**src/include/pin_ctl_pkg.sv**
```systemverilog
package pin_ctl_pkg;

    // ==========================================================
    // Register port geometry
    localparam int ADDR_W = 6;
    localparam int DATA_W = 16;
    localparam int NUM_PINS = 7;

    // ==========================================================
    // Register offsets
    localparam logic [5:0] ADDR_SW_RESET = 6'h00;
    localparam logic [5:0] ADDR_DOZE_CLOCK_CONTROL = 6'h07;
    localparam logic [5:0] ADDR_MISC_CONTROL = 6'h09;
    localparam logic [5:0] ADDR_CLOCK_OUT_CONTROL = 6'h0a;
    localparam logic [5:0] ADDR_PIN_DIRECTION = 6'h0b;
    localparam logic [5:0] ADDR_PIN_OUTPUT_VALUE = 6'h0c;
    localparam logic [5:0] ADDR_IRQ_STATUS = 6'h24;
    localparam logic [5:0] ADDR_PIN_INPUT_VALUE = 6'h28;

    // ==========================================================
    // Field positions
    localparam int HIBERNATE_REQ_BIT = 0;
    localparam int DOZE_REQ_BIT = 1;
    localparam int KEEP_IN_DOZE_BIT = 9;
    localparam int CLKO_EN_BIT = 5;
    localparam int STATUS_PIN_SEL_BIT = 7;
    localparam int CLKO_RATE_LSB = 0;
    localparam int XTAL_TRIM_LSB = 8;
    localparam int PIN_OEN_LSB = 0;
    localparam int LOW_GROUP_DRIVE_LSB = 7;
    localparam int PIN_IEN_LSB = 9;
    localparam int PIN_LEVEL_LSB = 0;
    localparam int IRQ_PULLUP_BIT = 7;
    localparam int HIGH_GROUP_DRIVE_LSB = 8;
    localparam int CLKO_DRIVE_LSB = 10;
    localparam int IRQ_DRIVE_LSB = 12;

    // ==========================================================
    // Reset values and writable masks
    localparam logic [15:0] DOZE_CTL_RESET = 16'h0000;
    localparam logic [15:0] DOZE_CTL_MASK = 16'h0203;
    localparam logic [15:0] MISC_CTL_RESET = 16'h0020;
    localparam logic [15:0] MISC_CTL_MASK = 16'h00a0;
    localparam logic [15:0] CLKO_CTL_RESET = 16'h0006;
    localparam logic [15:0] CLKO_CTL_MASK = 16'hff07;
    localparam logic [15:0] PIN_DIR_RESET = 16'hfe00;
    localparam logic [15:0] PIN_DIR_MASK = 16'hffff;
    localparam logic [15:0] PIN_OUT_RESET = 16'h3080;
    localparam logic [15:0] PIN_OUT_MASK = 16'h3fff;

    // ==========================================================
    // Clock-out rate codes and timing
    localparam logic [2:0] RATE_32K = 3'h6;
    localparam logic [2:0] RATE_16K = 3'h7;
    localparam int SYS_CLK_PERIOD_NS = 40;
    localparam int SYS_CLK_HZ = 25_000_000;
    localparam int REF_CLK_MHZ = 16;
    localparam int DOZE_STOP_REF_CYCLES = 128;
    localparam int DOZE_STOP_NS = DOZE_STOP_REF_CYCLES * 1000 / REF_CLK_MHZ;
    localparam int DOZE_STOP_CYCLES =
        (DOZE_STOP_NS + SYS_CLK_PERIOD_NS - 1) / SYS_CLK_PERIOD_NS;

    // Output frequency of each rate code in hertz
    function automatic int clko_hz(input logic [2:0] code);
        unique case (code)
            3'h0: clko_hz = 16_000_000;
            3'h1: clko_hz = 8_000_000;
            3'h2: clko_hz = 4_000_000;
            3'h3: clko_hz = 2_000_000;
            3'h4: clko_hz = 1_000_000;
            3'h5: clko_hz = 500_000;
            3'h6: clko_hz = 32_768;
            3'h7: clko_hz = 16_384;
        endcase
    endfunction

    // Half period in system clocks, never below one
    function automatic int clko_half(input logic [2:0] code);
        int h;
        h = SYS_CLK_HZ / (2 * clko_hz(code));
        clko_half = (h < 1) ? 1 : h;
    endfunction

endpackage

```
**src/rtl/pin_cell.sv**
```systemverilog
`timescale 1ns/1ps
`default_nettype none

module pin_cell (
    input wire logic sys_clk,
    input wire logic nrst,
    input wire logic outEnBit,
    input wire logic inEnBit,
    input wire logic levelBit,
    input wire logic altSel,
    input wire logic altLevel,
    input wire logic padIn,
    output logic padOut,
    output logic padOe_n,
    output logic sampled
);

    // ==========================================================
    // Direction and level
    wire logic driveOn = outEnBit & ~inEnBit; // [RQ5]
    wire logic levelNext = altSel ? altLevel : levelBit; // [RQ7]

    // Driver keeps its level in low-power modes: nothing here gates it
    always_ff @(posedge sys_clk or negedge nrst) begin
        if (!nrst) begin
            padOe_n <= 1'b1; // [RQ1]
            padOut <= 1'b0;
            sampled <= 1'b0;
        end else begin
            padOe_n <= ~driveOn; // [RQ3]
            padOut <= levelNext;
            if (inEnBit) begin
                sampled <= padIn; // [RQ8]
            end
        end
    end

endmodule

`default_nettype wire

```
**src/rtl/clock_out_gen.sv**
```systemverilog
`timescale 1ns/1ps
`default_nettype none

module clock_out_gen #(
    parameter int CNT_W = 16
) (
    input wire logic sys_clk,
    input wire logic nrst,
    input wire logic [2:0] rate,
    input wire logic run,
    output logic clkOut
);

    // ==========================================================
    // Divider
    logic [CNT_W-1:0] count_reg;
    wire logic [CNT_W-1:0] halfPeriod =
        CNT_W'(pin_ctl_pkg::clko_half(rate)); // [RQ23]
    wire logic atEdge = (count_reg >= halfPeriod - CNT_W'(1));

    // Stopping parks the output low so a restart begins a full phase
    always_ff @(posedge sys_clk or negedge nrst) begin
        if (!nrst) begin
            count_reg <= '0;
            clkOut <= 1'b0;
        end else if (!run) begin
            count_reg <= '0;
            clkOut <= 1'b0; // [RQ15]
        end else if (atEdge) begin
            count_reg <= '0;
            clkOut <= ~clkOut; // [RQ16]
        end else begin
            count_reg <= count_reg + CNT_W'(1);
        end
    end

endmodule

`default_nettype wire

```
**src/rtl/radio_pin_and_clock_out_control.sv**
```systemverilog
`timescale 1ns/1ps
`default_nettype none

// Functional notes
// [RQ1] Reset turns every pin driver off and leaves all pins as inputs.
// [RQ2] Pin changes never raise an interrupt request.
// [RQ3] Output pins keep driving their level through Doze and Hibernate.
// [RQ4] Per-pin output and input enables; inputs enabled, outputs off at reset.
// [RQ5] Input and output both enabled means input only, driver off.
// [RQ6] Pins one-four and five-seven each share a 2-bit drive field.
// [RQ7] Each pin's level bit sets the driven level when output.
// [RQ8] Read-only input register returns each input pin's present state.
// [RQ9] Status select drives pin one high while a sequence runs.
// [RQ10] Status pin one stays low in Doze and Hibernate.
// [RQ11] Pin one falling after receive latches CRC result onto pin two.
// [RQ12] Pin one falling after CCA latches CCA result onto pin two.
// [RQ13] Host ignores pin two after an aborted sequence.
// [RQ14] Host sets pins one and two as outputs for status function.
// [RQ15] Clock output toggles only while enable bit 5 is set; resets set.
// [RQ16] Three-bit rate field picks 16 MHz to 16 kHz; resets to 110.
// [RQ17] Keep-in-Doze bit set at Doze entry keeps clock output running.
// [RQ18] Otherwise clock output stops 128 reference cycles after Doze request.
// [RQ19] Clock restarts on Doze exit, except two lowest rates need re-enable.
// [RQ20] Clock-out drive in output register bits 11-10, reset 00.
// [RQ21] Host picks drive strength to suit the clock-out rate.
// [RQ22] Status read or software-reset write restores configuration defaults.
// [RQ23] Rate codes are successive divisions; 000 is the fastest.
module radio_pin_and_clock_out_control #(
    parameter int NUM_PINS = pin_ctl_pkg::NUM_PINS,
    parameter int STOP_CYCLES = pin_ctl_pkg::DOZE_STOP_CYCLES
) (
    input wire logic sys_clk,
    input wire logic nrst,
    input wire logic [5:0] regAddr,
    input wire logic [15:0] regWrData,
    input wire logic regWrite,
    input wire logic regRead,
    output logic [15:0] regRdData,
    input wire logic seqActive,
    input wire logic seqIsRx,
    input wire logic seqIsCca,
    input wire logic crcValid,
    input wire logic ccaResult,
    input wire logic dozeWake,
    input wire logic hibernateWake,
    input wire logic [6:0] pinIn,
    output logic [6:0] pinOut,
    output logic [6:0] pinOe_n,
    output logic [1:0] lowGroupDrive,
    output logic [1:0] highGroupDrive,
    output logic clkOut,
    output logic [1:0] clkOutDrive,
    output logic dozeMode,
    output logic hibernateMode
);

    // ==========================================================
    // Configuration registers
    logic [15:0] dozeCtl_reg;
    logic [15:0] miscCtl_reg;
    logic [15:0] clkoCtl_reg;
    logic [15:0] pinDir_reg;
    logic [15:0] pinOutVal_reg;
    logic [15:0] dozeCtl_next;
    logic [15:0] miscCtl_next;
    logic [15:0] clkoCtl_next;
    logic [15:0] pinDir_next;
    logic [15:0] pinOutVal_next;

    // ==========================================================
    // Address decode
    wire logic wrDoze = regWrite &&
        regAddr == pin_ctl_pkg::ADDR_DOZE_CLOCK_CONTROL;
    wire logic wrMisc = regWrite &&
        regAddr == pin_ctl_pkg::ADDR_MISC_CONTROL;
    wire logic wrClko = regWrite &&
        regAddr == pin_ctl_pkg::ADDR_CLOCK_OUT_CONTROL;
    wire logic wrDir = regWrite &&
        regAddr == pin_ctl_pkg::ADDR_PIN_DIRECTION;
    wire logic wrOut = regWrite &&
        regAddr == pin_ctl_pkg::ADDR_PIN_OUTPUT_VALUE;
    wire logic wrReset = regWrite &&
        regAddr == pin_ctl_pkg::ADDR_SW_RESET;
    wire logic rdIrq = regRead &&
        regAddr == pin_ctl_pkg::ADDR_IRQ_STATUS;
    wire logic softClear = wrReset | rdIrq; // [RQ22]

    // ==========================================================
    // Field views
    wire logic clkoEn = miscCtl_reg[pin_ctl_pkg::CLKO_EN_BIT]; // [RQ15]
    wire logic statusSel = miscCtl_reg[pin_ctl_pkg::STATUS_PIN_SEL_BIT];
    wire logic keepInDoze = dozeCtl_reg[pin_ctl_pkg::KEEP_IN_DOZE_BIT];
    wire logic [2:0] clkoRate =
        clkoCtl_reg[pin_ctl_pkg::CLKO_RATE_LSB +: 3]; // [RQ16]
    wire logic [6:0] pinOutEn =
        pinDir_reg[pin_ctl_pkg::PIN_OEN_LSB +: 7]; // [RQ4]
    wire logic [6:0] pinInEn =
        pinDir_reg[pin_ctl_pkg::PIN_IEN_LSB +: 7]; // [RQ4]
    wire logic [6:0] pinLevel =
        pinOutVal_reg[pin_ctl_pkg::PIN_LEVEL_LSB +: 7]; // [RQ7]

    // ==========================================================
    // Low-power request bits; hardware clears them on wake-up
    wire logic dozeReqWr = wrDoze && regWrData[pin_ctl_pkg::DOZE_REQ_BIT];
    wire logic dozeExit = dozeMode && dozeWake;
    wire logic hibExit = hibernateMode && hibernateWake;

    always_comb begin
        dozeCtl_next = dozeCtl_reg;
        if (wrDoze) begin
            dozeCtl_next = regWrData & pin_ctl_pkg::DOZE_CTL_MASK;
        end else begin
            if (dozeExit) begin
                dozeCtl_next[pin_ctl_pkg::DOZE_REQ_BIT] = 1'b0;
            end
            if (hibExit) begin
                dozeCtl_next[pin_ctl_pkg::HIBERNATE_REQ_BIT] = 1'b0;
            end
        end
    end

    assign miscCtl_next = wrMisc ?
        (regWrData & pin_ctl_pkg::MISC_CTL_MASK) : miscCtl_reg;
    assign clkoCtl_next = wrClko ?
        (regWrData & pin_ctl_pkg::CLKO_CTL_MASK) : clkoCtl_reg;
    assign pinDir_next = wrDir ?
        (regWrData & pin_ctl_pkg::PIN_DIR_MASK) : pinDir_reg;
    assign pinOutVal_next = wrOut ?
        (regWrData & pin_ctl_pkg::PIN_OUT_MASK) : pinOutVal_reg;

    always_ff @(posedge sys_clk or negedge nrst) begin
        if (!nrst) begin
            dozeCtl_reg <= pin_ctl_pkg::DOZE_CTL_RESET; // [RQ17]
            miscCtl_reg <= pin_ctl_pkg::MISC_CTL_RESET; // [RQ15]
            clkoCtl_reg <= pin_ctl_pkg::CLKO_CTL_RESET; // [RQ16]
            pinDir_reg <= pin_ctl_pkg::PIN_DIR_RESET; // [RQ4]
            pinOutVal_reg <= pin_ctl_pkg::PIN_OUT_RESET; // [RQ20]
        end else if (softClear) begin
            dozeCtl_reg <= pin_ctl_pkg::DOZE_CTL_RESET; // [RQ22]
            miscCtl_reg <= pin_ctl_pkg::MISC_CTL_RESET;
            clkoCtl_reg <= pin_ctl_pkg::CLKO_CTL_RESET;
            pinDir_reg <= pin_ctl_pkg::PIN_DIR_RESET;
            pinOutVal_reg <= pin_ctl_pkg::PIN_OUT_RESET;
        end else begin
            dozeCtl_reg <= dozeCtl_next;
            miscCtl_reg <= miscCtl_next;
            clkoCtl_reg <= clkoCtl_next;
            pinDir_reg <= pinDir_next;
            pinOutVal_reg <= pinOutVal_next;
        end
    end

    assign dozeMode = dozeCtl_reg[pin_ctl_pkg::DOZE_REQ_BIT];
    assign hibernateMode = dozeCtl_reg[pin_ctl_pkg::HIBERNATE_REQ_BIT];
    wire logic lowPower = dozeMode | hibernateMode;

    // ==========================================================
    // Status indicator on pins one and two
    typedef enum logic [1:0] {SEQ_OTHER, SEQ_RX, SEQ_CCA} seq_kind_t;
    seq_kind_t seqKind_reg;
    logic pinOneStatus_reg;
    logic pinTwoResult_reg;

    wire logic pinOneNext = seqActive & ~lowPower; // [RQ9] [RQ10]
    wire logic seqStart = pinOneNext & ~pinOneStatus_reg;
    wire logic pinOneFall = ~pinOneNext & pinOneStatus_reg;
    wire seq_kind_t startKind = seqIsRx ? SEQ_RX :
        (seqIsCca ? SEQ_CCA : SEQ_OTHER);

    // Result is held until the next sequence; a transmit latches low
    logic pinTwoNext;
    always_comb begin
        pinTwoNext = pinTwoResult_reg;
        if (seqStart) begin
            pinTwoNext = 1'b0;
        end else if (pinOneFall) begin
            unique case (seqKind_reg)
                SEQ_RX: pinTwoNext = crcValid; // [RQ11]
                SEQ_CCA: pinTwoNext = ccaResult; // [RQ12]
                SEQ_OTHER: pinTwoNext = 1'b0;
                default: pinTwoNext = 1'b0;
            endcase
        end
    end

    always_ff @(posedge sys_clk or negedge nrst) begin
        if (!nrst) begin
            seqKind_reg <= SEQ_OTHER;
            pinOneStatus_reg <= 1'b0;
            pinTwoResult_reg <= 1'b0;
        end else begin
            pinOneStatus_reg <= pinOneNext;
            pinTwoResult_reg <= pinTwoNext;
            if (seqStart) begin
                seqKind_reg <= startKind;
            end
        end
    end

    // ==========================================================
    // Pin cells; no pin event reaches any interrupt logic
    logic [6:0] pinSampled;
    genvar gi;
    generate
        for (gi = 0; gi < NUM_PINS; gi++) begin : g_pin
            wire logic altSel = statusSel && (gi < 2);
            wire logic altLevel = (gi == 0) ?
                pinOneStatus_reg : pinTwoResult_reg;
            pin_cell u_pin (
                .sys_clk(sys_clk),
                .nrst(nrst),
                .outEnBit(pinOutEn[gi]),
                .inEnBit(pinInEn[gi]),
                .levelBit(pinLevel[gi]),
                .altSel(altSel),
                .altLevel(altLevel),
                .padIn(pinIn[gi]),
                .padOut(pinOut[gi]),
                .padOe_n(pinOe_n[gi]),
                .sampled(pinSampled[gi])
            ); // [RQ2]
        end
    endgenerate

    // Drive fields are plain register bits
    assign lowGroupDrive =
        pinDir_reg[pin_ctl_pkg::LOW_GROUP_DRIVE_LSB +: 2]; // [RQ6]
    assign highGroupDrive =
        pinOutVal_reg[pin_ctl_pkg::HIGH_GROUP_DRIVE_LSB +: 2]; // [RQ6]
    assign clkOutDrive =
        pinOutVal_reg[pin_ctl_pkg::CLKO_DRIVE_LSB +: 2]; // [RQ20]

    // ==========================================================
    // Clock output gating around Doze
    logic [7:0] stopCount_reg;
    logic stopPending_reg;
    logic clkoStopped_reg;
    logic keepLatched_reg;
    logic needReenable_reg;

    wire logic lowRate = (clkoRate == pin_ctl_pkg::RATE_32K) ||
        (clkoRate == pin_ctl_pkg::RATE_16K);
    wire logic dozeEntry = dozeReqWr && !dozeMode;
    wire logic stopDone = stopPending_reg &&
        (stopCount_reg == 8'(STOP_CYCLES - 1));

    // The keep bit is taken at Doze entry; later writes do not matter
    always_ff @(posedge sys_clk or negedge nrst) begin
        if (!nrst) begin
            stopCount_reg <= 8'h00;
            stopPending_reg <= 1'b0;
            clkoStopped_reg <= 1'b0;
            keepLatched_reg <= 1'b0;
            needReenable_reg <= 1'b0;
        end else if (softClear) begin
            stopCount_reg <= 8'h00;
            stopPending_reg <= 1'b0;
            clkoStopped_reg <= 1'b0;
            keepLatched_reg <= 1'b0;
            needReenable_reg <= 1'b0;
        end else begin
            if (dozeEntry) begin
                keepLatched_reg <= regWrData[pin_ctl_pkg::KEEP_IN_DOZE_BIT];
                stopPending_reg <= clkoEn &&
                    !regWrData[pin_ctl_pkg::KEEP_IN_DOZE_BIT]; // [RQ17]
                stopCount_reg <= 8'h00;
            end else if (stopDone) begin
                stopPending_reg <= 1'b0;
                clkoStopped_reg <= 1'b1; // [RQ18]
            end else if (stopPending_reg) begin
                stopCount_reg <= stopCount_reg + 8'h01;
            end
            if (dozeExit) begin
                stopPending_reg <= 1'b0;
                clkoStopped_reg <= 1'b0; // [RQ19]
                if (clkoStopped_reg && lowRate) begin
                    needReenable_reg <= 1'b1; // [RQ19]
                end
            end else if (!clkoEn) begin
                needReenable_reg <= 1'b0; // [RQ19]
            end
        end
    end

    wire logic clkoRun = clkoEn && !clkoStopped_reg &&
        !needReenable_reg; // [RQ15]

    clock_out_gen #(
        .CNT_W(16)
    ) u_clko (
        .sys_clk(sys_clk),
        .nrst(nrst),
        .rate(clkoRate),
        .run(clkoRun),
        .clkOut(clkOut)
    );

    // ==========================================================
    // Read data, one cycle after the strobe
    logic [15:0] rdMux;
    always_comb begin
        unique case (regAddr)
            pin_ctl_pkg::ADDR_DOZE_CLOCK_CONTROL: rdMux = dozeCtl_reg;
            pin_ctl_pkg::ADDR_MISC_CONTROL: rdMux = miscCtl_reg;
            pin_ctl_pkg::ADDR_CLOCK_OUT_CONTROL: rdMux = clkoCtl_reg;
            pin_ctl_pkg::ADDR_PIN_DIRECTION: rdMux = pinDir_reg;
            pin_ctl_pkg::ADDR_PIN_OUTPUT_VALUE: rdMux = pinOutVal_reg;
            pin_ctl_pkg::ADDR_PIN_INPUT_VALUE:
                rdMux = {9'h000, pinSampled & pinInEn}; // [RQ8]
            default: rdMux = 16'h0000;
        endcase
    end

    always_ff @(posedge sys_clk or negedge nrst) begin
        if (!nrst) begin
            regRdData <= 16'h0000;
        end else if (regRead) begin
            regRdData <= rdMux;
        end
    end

endmodule

`default_nettype wire

```
**config.mk**
```make
export PLATFORM = sky130hd
export DESIGN_NAME = radio_pin_and_clock_out_control
export DESIGN_NICKNAME = d
export VERILOG_FILES = /design/src/include/pin_ctl_pkg.sv /design/src/rtl/pin_cell.sv /design/src/rtl/clock_out_gen.sv /design/src/rtl/radio_pin_and_clock_out_control.sv
export SDC_FILE = /design/constraint.sdc
export NUM_CORES = 1
export LEC_CHECK = 0
export BUFFER_PORTS_ARGS = -buffer_cell sky130_fd_sc_hd__buf_2
export CELL_PAD_IN_SITES_DETAIL_PLACEMENT = 1
export CELL_PAD_IN_SITES_GLOBAL_PLACEMENT = 2
export CORE_MARGIN = 3
export CORE_UTILIZATION = 41
export DETAILED_ROUTE_END_ITERATION = 16
export GPL_TIMING_DRIVEN = 0
export MAX_ROUTING_LAYER = met4
export PLACE_DENSITY = 0.86
export REMOVE_ABC_BUFFERS = 1
export SETUP_SLACK_MARGIN = 0.15
export SYNTH_ARGS = -nofsm -noshare
export SYNTH_HDL_FRONTEND = slang
export SYNTH_SLANG_ARGS = --single-unit
```
**constraint.sdc**
```tcl
create_clock -name sys_clk -period 71.4 [get_ports sys_clk]
set_input_delay 7.14 -clock sys_clk [delete_from_list [all_inputs] [get_ports sys_clk]]
set_output_delay 7.14 -clock sys_clk [all_outputs]
set_load 0.1 [all_outputs]
```
==> flow_metrics.py, run 1 <==
metrics = {
    "sta": {
        "slew_headroom_pct": 2.90,
        "rsz0062_at_grt": "false",
        "whs_ns": 0.408,
        "finalCritPeriodShare_pct": 87.2,
        "setup_viol_count_final": 0,
        "tightest_slew_ns": 1.45,
        "setup_tns_ns": 0,
        "min_period_ns": 62.29,
        "finalHoldViolCount": 0,
        "max_freq_ghz": 0.0161,
        "slew_violations": 0,
        "skew_ns": 0.00884,
    },
    "route": {
        "vias_per_cell": 6.32,
        "ant_nets": 0,
        "wl_mm": 80.6,
        "first_pass_iters": 5,
        "wl_per_cell_um": 23.4,
        "via_count": 21800,
        "first_iter_violations": 1580,
        "drc": 0,
    },
    "synth": {
        "synth-simple-area-share_pct": 23.5,
        "synth_adder_area_share_pct": 16.6,
        "synthArstFlopShare_pct": 100,
        "yosysSeqAreaShare_pct": 14.1,
        "yosysUniqueCellTypes": 118,
        "synthMuxAreaShare_pct": 4.77,
        "synth-edff-count": 0,
        "synth_top_area_share_pct": 16.6,
        "synth_compound_area_share_pct": 29.1,
        "synth_top_area_cell": "ha_1",
        "synth_ff_type": "dfrtp_1",
        "avgSynthCellArea_um2": 7.40,
        "synth_xor_area_share_pct": 7.19,
        "syn_area_um2": 20600,
        "synth_top_family_by_area": "compound AO/OA/AOI/OAI gates",
        "synthCells": 2781,
        "yosysWarnings": 0,
        "netlist_top_cells_area": "ha_1 (17%), dfrtp_1 (12%), nand2_1 (6.7%)",
        "synth.ff_latch_count": 115,
    },
    "floorplan": {
        "io_pins": 79,
        "start_util_pct": 41.8,
        "dieArea_um2": 52900,
        "coreArea_um2": 49300,
        "die_w_um": 230,
        "die_h_um": 230,
        "rows": 81,
    },
    "placed_design": {
        "gp_congestion": 0.926,
        "dp_hpwl_mm": 60.5,
        "io_buffers": 78,
        "dp_cells": 3408,
    },
    "global_route": {
        "grt_max_degree": 67,
        "grt_pass1_wl_mm": 126,
        "grt_pass1_vias": 22600,
        "track_usage_pct": 30.5,
        "grt_overflow": 0,
        "antenna_found_initial": 1,
    },
    "cts": {
        "clockBufferDepth": 2,
        "htree_num_levels": 4,
        "cts_tree": "done",
        "numClockSinks": 115,
        "cts_hold_buf": 0,
        "postCtsResizedCells": 0,
        "root_buffer": "clkbuf_16",
        "clkTransAtPathRegs_ns": 0.06,
        "post-cts-setup-buffer-count": 0,
        "cts_made_buffers": 17,
        "clk_latency_ns": 0.43,
    },
    "run_status": {
        "status": "complete, no violations",
    },
    "final_layout": {
        "area_growth_pct": 7.43,
        "fillers": 6252,
        "instances_no_fill": 3441,
        "final_nets": 3076,
        "layout_common_cells": "nand2_1 (365), ha_1 (270), nor2_1 (258)",
        "postLayoutCoreUtil_pct": 44.9,
        "drive_above_1_share_pct": 9.83,
        "final_common_cell": "nand2_1",
    },
    "worst_setup_path": {
        "r2r-start": "clkoCtl_reg[0]",
        "required_ns": 71.73,
        "critPathSlowestCell": "nor3_2",
        "critPathMaxFanout": 28,
        "critPathKind": "flip-flop to flip-flop",
        "crit_top_cell": "a21oi_1",
        "crit_start": "clkoCtl_reg[0]",
        "critical_path_arrival_ns": 62.62,
        "crit_path_max_incr_delay_ns": 1.20,
        "crit_path_end_kind": "flip-flop",
        "setup.worst_path.start_class": "flip-flop",
    },
    "hold_path": {
        "hp-class": "flip-flop to flip-flop",
        "min_from": "pinOutVal_reg[4]",
    },
    "job": {
        "cap_viol_max_count": 0,
    },
}
## final timing paths
| kind | slack [ns] | end | cells after the start |
|---|---|---|---|
| min reg2reg | 0.41 | g_pin[4].u_pin.padOut | 0 |
| max in group asynchronous | 64.01 | pinDir_reg[9] | 2 |
| min in group asynchronous | 6.65 | g_pin[4].u_pin.padOut | 1 |
| max | 9.11 | u_clko.count_reg[13] | 249 |
| min | 0.41 | g_pin[4].u_pin.padOut | 0 |
| max reg2reg | 9.11 | u_clko.count_reg[13] | 249 |
## metal layers
layer  vias to the layer above  share of wire (%)  routed length (µm)  track usage, %
li1                      10100                  -                   -               -
met1                     10800                 44               35600            38.7
met2                       614                 47               37800            50.5
met3                       153                5.3                4290            3.27
met4                         0                3.7                2970            11.0
met5                         -                  0                   0               -
## kinds of logic after synthesis
| family | Yosys count |
|---|---|
| buffers and inverters | 230 |
| flip-flops | 115 |
| multiplexers | 89 |
| AND/OR/NAND/NOR | 1025 |
| XOR/XNOR | 169 |
| other | 2 |
| adder cells (fa/ha/maj) | 273 |
| AO/OA/AOI/OAI | 878 |
## worst max-delay path, delay by kind of cell, from the launching register on
kind                       cells  cell delay, ns
AOI/OAI and AO/OA            131           31.25
xor gates and xnor gates       7            1.22
adders and majority gates     26            8.46
buffers and inverters          9            1.78
DFF                            1            0.96
muxes                          7            2.00
and+or+nand+nor               69           16.42
## through the flow
step / area (µm²) / setup slack (ns)
5_1_grt: 22100 / 4.26
4_1_cts: 22100 / 9.20
2_1_floorplan: 20000 / 23.16
3_5_place_dp: 21500 / 9.54
6_report: 22100 / 9.11
3_3_place_gp: 21200 / 8.66
## cell type report
| cell class | instances | area (µm²) | share of cell area (%) |
|---|---|---|---|
| multi-input combinational | 2440 | 16800 | 75.9 |
| timing repair buffer | 92 | 649 | 2.94 |
| sequential | 115 | 2910 | 13.1 |
| clock buffer | 18 | 429 | 1.94 |
| antenna | 1 | 2.50 | 0.0113 |
| inverter | 97 | 364 | 1.65 |
| tap | 664 | 831 | 3.76 |
| clock inverter | 14 | 144 | 0.651 |
## Yosys cell counts, types with 11 or more instances
cell and n:
ha_1 273, o31ai_1 34, nor2b_1 36, o21ai_1 11, nand4_1 28, xnor2_1 108, and3_1 26, a21o_1 87
mux2_2 45, a211oi_1 25, or3_1 14, inv_1 93, a211o_1 14, o211ai_1 25, mux2i_1 38, nor2_1 263
nand2b_1 54, buf_1 12, dfrtp_1 95, xor2_1 61, nand2_1 366, buf_2 17, buf_4 23, a21oi_1 241
o22ai_1 19, nand3_1 75, clkbuf_1 80, o21ai_0 153, a21boi_0 21, nor4_1 16, or2_2 12, nor3_1 55
dfstp_2 20, and2_1 20, a31oi_1 34, o21a_1 47, a22oi_1 12
Power of run 1 is not shown: default switching activity piles up to over one toggle a cycle in this logic, so the estimate is an artifact.
==> run 2, diff against run 1 <==
--- a/config.mk
+++ b/config.mk
@@ -8,7 +8,7 @@
 export BUFFER_PORTS_ARGS = -buffer_cell sky130_fd_sc_hd__buf_2
 export CELL_PAD_IN_SITES_DETAIL_PLACEMENT = 1
 export CELL_PAD_IN_SITES_GLOBAL_PLACEMENT = 2
-export CORE_MARGIN = 3
+export CORE_MARGIN = 5
 export CORE_UTILIZATION = 41
 export DETAILED_ROUTE_END_ITERATION = 16
 export GPL_TIMING_DRIVEN = 0
==> flow_metrics.py, run 2 (synthesized netlist as in run 1, its figures left out) <==
metrics = {
    "global_route": {
        "grt_max_degree": 78,
        "grt_overflow": 0,
        "track_usage_pct": 29.5,
        "grt_pass1_vias": 22700,
        "grt_pass1_wl_mm": 126,
        "antenna_found_initial": 4,
    },
    "worst_setup_path": {
        "crit_path_end_kind": "flip-flop",
        "reg2reg_slack_ns": 8.95,
        "crit_start": "clkoCtl_reg[0]",
        "required_ns": 71.73,
        "reg2reg_depth": 249,
        "r2r_end": "u_clko.count_reg[0]",
        "crit_top_cell": "a21oi_1",
        "setup.worst_path.start_class": "flip-flop",
        "critPathSlowestCell": "nor3_2",
        "critPathKind": "flip-flop to flip-flop",
        "critPathMaxFanout": 28,
        "critical_path_arrival_ns": 62.78,
        "crit_path_max_incr_delay_ns": 1.08,
        "r2r-start": "clkoCtl_reg[0]",
    },
    "route": {
        "wl_mm": 81.1,
        "first_pass_iters": 5,
        "ant_nets": 0,
        "wl_per_cell_um": 23.5,
        "first_iter_violations": 1614,
        "via_count": 21900,
        "vias_per_cell": 6.34,
        "drc": 0,
    },
    "sta": {
        "skew_ns": 0.00783,
        "slew_headroom_pct": 2.82,
        "min_period_ns": 62.45,
        "setup_tns_ns": 0,
        "setup_viol_count_final": 0,
        "tightest_slew_ns": 1.45,
        "max_freq_ghz": 0.0160,
        "slew_violations": 0,
        "rsz0062_at_grt": "false",
        "whs_ns": 0.410,
        "finalCritPeriodShare_pct": 87.5,
        "finalHoldViolCount": 0,
    },
    "floorplan": {
        "start_util_pct": 41.3,
        "dieArea_um2": 54800,
        "die_h_um": 234,
        "die_w_um": 234,
        "rows": 82,
        "coreArea_um2": 49900,
        "io_pins": 79,
    },
    "hold_path": {
        "hp-class": "flip-flop to flip-flop",
        "hold_path_depth": 0,
        "holdPathEnd": "g_pin[3].u_pin.padOut",
        "min_from": "pinOutVal_reg[3]",
    },
    "placed_design": {
        "dp_hpwl_mm": 60.9,
        "placed_area_um2": 21500,
        "gp_congestion": 0.894,
        "io_buffers": 78,
    },
    "final_layout": {
        "final_nets": 3075,
        "fillers": 6355,
        "area_growth_pct": 7.38,
        "finish.instance_area_um2": 22100,
        "drive_above_1_share_pct": 9.84,
        "layout_common_cells": "nand2_1 (365), ha_1 (270), nor2_1 (258)",
        "final_common_cell": "nand2_1",
    },
    "cts": {
        "cts_made_buffers": 17,
        "cts_tree": "done",
        "htree_num_levels": 4,
        "post-cts-setup-buffer-count": 0,
        "clkTransAtPathRegs_ns": 0.06,
        "postCtsResizedCells": 0,
        "cts_hold_buf": 0,
        "root_buffer": "clkbuf_16",
        "clockBufferDepth": 2,
        "clk_latency_ns": 0.42,
        "numClockSinks": 115,
    },
    "job": {
        "cap_viol_max_count": 0,
    },
    "run_status": {
        "status": "complete, no violations",
    },
}
==> run 2: metal layers <==
metal  global-route usage, %  wire (µm)  up-vias
li1                        -          -    10100
met1                    37.8      36000    10900
met2                    49.9      38600      648
met3                    2.22       3990      172
met4                    8.79       2530        0
met5                       -          0        -
==> run 2: layout make-up <==
cell class	count	area [µm²]	area share, %
diodes	2	5.00	0.0227
clock buffers	18	429	1.94
clock inverters	14	141	0.640
inverters	97	364	1.65
multi-input cells	2440	16800	76.0
flip-flops and latches	115	2910	13.2
well taps	672	841	3.81
repair buffers	91	618	2.80
==> run 2: worst max path at each step <==
stage / to / slack, ns / depth (start not counted)
final: u_clko.count_reg[0] / 8.95 / 249
after global routing: u_clko.count_reg[15] / 5.01 / 250
after CTS: u_clko.count_reg[0] / 9.44 / 250
after detailed placement: u_clko.count_reg[4] / 9.70 / 250
after global placement: u_clko.count_reg[10] / 8.97 / 242
after floorplan: u_clko.count_reg[10] / 23.16 / 245
==> run 2: per-stage QoR <==
| step | utilization, % | setup WS [ns] | instances |
|---|---|---|---|
| finish | 44.3 | 8.95 | 3449 |
| global placement | 42.5 | 8.97 | 3402 |
| floorplan | - | 23.16 | 2652 |
| CTS | 44.3 | 9.44 | 3447 |
| detailed placement | 43.1 | 9.70 | 3415 |
| global route | 44.3 | 5.01 | 3449 |
==> run 2: worst max-delay path, delay by kind of cell, from the launching register on <==
kind | cells | cell delay (ns)
compound gates | 133 | 31.66
xor+xnor | 7 | 1.22
fa+ha+maj | 26 | 8.73
buf+inv | 8 | 1.80
flops | 1 | 1.07
mux | 7 | 1.96
simple gates | 68 | 15.81
Power of run 2 is left out for the same reason.
==> run 3, diff against run 2 <==
--- a/config.mk
+++ b/config.mk
@@ -5,11 +5,12 @@
 export SDC_FILE = /design/constraint.sdc
 export NUM_CORES = 1
 export LEC_CHECK = 0
+export ABC_AREA = 1
 export BUFFER_PORTS_ARGS = -buffer_cell sky130_fd_sc_hd__buf_2
 export CELL_PAD_IN_SITES_DETAIL_PLACEMENT = 1
 export CELL_PAD_IN_SITES_GLOBAL_PLACEMENT = 2
 export CORE_MARGIN = 5
-export CORE_UTILIZATION = 41
+export CORE_UTILIZATION = 39
 export DETAILED_ROUTE_END_ITERATION = 16
 export GPL_TIMING_DRIVEN = 0
 export MAX_ROUTING_LAYER = met4
==> flow_metrics.py, run 3 <==
metrics = {
    "synth": {
        "synth_top_area_cell": "ha_1",
        "synth_ff_type": "dfrtp_1",
        "synthCells": 3003,
        "synth-edff-count": 0,
        "netlist_top_cells_area": "ha_1 (17%), nand2_1 (14%), dfrtp_1 (12%)",
        "synth_top_cells_by_count": "nand2_1 (708), inv_1 (348), ha_1 (273), o21ai_0 (239), nor2_1 (222)",
        "syn_area_um2": 19700,
        "synthArstFlopShare_pct": 100,
        "synth_top_area_share_pct": 17.4,
        "synth_most_common_cell": "nand2_1",
        "yosysUniqueCellTypes": 77,
        "avgSynthCellArea_um2": 6.55,
        "yosysWarnings": 0,
        "synth.ff_latch_count": 115,
        "yosysSeqAreaShare_pct": 14.8,
    },
    "placed_design": {
        "gp_congestion": 0.888,
        "dp_cells": 3672,
        "dp_hpwl_mm": 57.6,
        "io_buffers": 78,
        "post-place-ws_ns": 19.91,
    },
    "sta": {
        "slew_violations": 0,
        "setup_ws_ns": 19.96,
        "setup_viol_count_final": 0,
        "setup_tns_ns": 0,
        "skew_ns": 0.0134,
        "min_period_ns": 51.44,
        "rsz0062_at_grt": "false",
        "max_freq_ghz": 0.0194,
        "finalCritPeriodShare_pct": 72.0,
        "slew_headroom_pct": 6.59,
        "finalHoldViolCount": 0,
        "tightest_slew_ns": 1.40,
    },
    "worst_setup_path": {
        "r2r-start": "clkoCtl_reg[2]",
        "critPathSlowestCell": "dfstp_2",
        "crit_path_max_incr_delay_ns": 1.18,
        "crit_top_cell": "nand2_1",
        "reg2reg_depth": 290,
        "crit_start": "clkoCtl_reg[2]",
        "setup.worst_path.start_class": "flip-flop",
        "crit_path_end_kind": "flip-flop",
        "crit_end": "u_clko.count_reg[13]",
        "reg2reg_slack_ns": 19.96,
        "critical_path_arrival_ns": 51.75,
        "required_ns": 71.71,
        "critPathMaxFanout": 35,
        "critPathKind": "flip-flop to flip-flop",
        "r2r_end": "u_clko.count_reg[13]",
    },
    "final_layout": {
        "drive_above_1_share_pct": 11.2,
        "instances_no_fill": 3707,
        "layout_common_cells": "nand2_1 (708), inv_1 (348), ha_1 (270)",
        "postLayoutCoreUtil_pct": 42.0,
        "final_common_cell": "nand2_1",
        "area_growth_pct": 6.84,
        "final_nets": 3332,
    },
    "floorplan": {
        "rows": 82,
        "dieArea_um2": 55000,
        "io_pins": 79,
        "coreArea_um2": 50100,
        "start_util_pct": 39.3,
        "die_h_um": 235,
        "die_w_um": 235,
    },
    "route": {
        "wl_per_cell_um": 20.0,
        "via_count": 20500,
        "first_pass_iters": 5,
        "wl_mm": 74.0,
        "vias_per_cell": 5.52,
        "drc": 0,
        "first_iter_violations": 1082,
        "ant_nets": 0,
    },
    "cts": {
        "clockBufferDepth": 2,
        "postCtsResizedCells": 0,
        "cts_hold_buf": 0,
        "cts_tree": "done",
        "numClockSinks": 115,
        "cts_made_buffers": 17,
        "htree_num_levels": 4,
        "clk_latency_ns": 0.42,
        "post-cts-setup-buffer-count": 0,
        "root_buffer": "clkbuf_16",
        "clkTransAtPathRegs_ns": 0.06,
    },
    "global_route": {
        "grt_pass1_wl_mm": 116,
        "grt_pass1_vias": 21700,
        "track_usage_pct": 26.5,
        "antenna_found_initial": 3,
        "grt_overflow": 0,
        "grt_max_degree": 75,
    },
    "hold_path": {
        "hold_path_depth": 0,
        "hp-class": "flip-flop to flip-flop",
        "min_from": "pinOutVal_reg[2]",
    },
    "run_status": {
        "status": "complete, no violations",
    },
    "job": {
        "cap_viol_max_count": 0,
    },
}
run 3: changes by cell type in the layout (fill, tap and decap cells not counted), sizes merged, moves of 55 or more:
cell	previous run	this run
inv	103	379
nand3	76	200
o21ai	169	281
a21o	87	10
nand2b	55	0
nand2	367	790
run 3: final cells by class:
type / count / area, µm²
fillers: 6699 / 29000
multi-input cells: 2421 / 14700
flip-flops and latches: 115 / 2900
inverters: 379 / 1450
well taps: 672 / 841
repair buffers: 85 / 549
clock buffers: 17 / 425
clock inverters: 15 / 161
diodes: 3 / 7.51
run 3: worst min-delay path by stage:
stage	to	slack (ns)
after floorplan	g_pin[3].u_pin.padOut	0.37
after global placement	g_pin[6].u_pin.padOut	0.40
after detailed placement	g_pin[2].u_pin.padOut	0.40
after CTS	g_pin[3].u_pin.padOut	0.42
after global routing	g_pin[3].u_pin.padOut	0.43
final	g_pin[2].u_pin.padOut	0.42
run 3: metal layers:
| layer | wire (µm) | vias to the layer above | track usage [%] |
|---|---|---|---|
| li1 | - | 10000 | - |
| met1 | 32400 | 9967 | 31.6 |
| met2 | 36900 | 353 | 47.5 |
| met3 | 2350 | 116 | 2.32 |
| met4 | 2280 | 0 | 8.37 |
| met5 | 0 | - | - |
run 3: metrics by stage:
step | hold slack (ns) | area, µm²
6_report | 0.418 | 21000
5_1_grt | 0.433 | 21000
4_1_cts | 0.420 | 21000
3_5_place_dp | 0.395 | 20400
3_3_place_gp | 0.399 | 20200
2_1_floorplan | 0.374 | 19000
run 3: kinds of logic after synthesis:
family / share of synthesized area, %
simple gates: 31.3
compound gates: 18.3
buf+inv: 11.0
fa+ha+maj: 17.4
xor+xnor: 7.26
flops: 14.8
other cells: 0.0382
run 3: worst max-delay path: cells and delay by family, from the launching register on:
kind,cells,cell delay (ns)
simple gates,119,16.92
xor+xnor,4,0.66
compound gates,105,18.44
fa+ha+maj,26,8.90
flops,1,1.18
buf+inv,36,4.99
Power of run 3 is left out for the same reason.
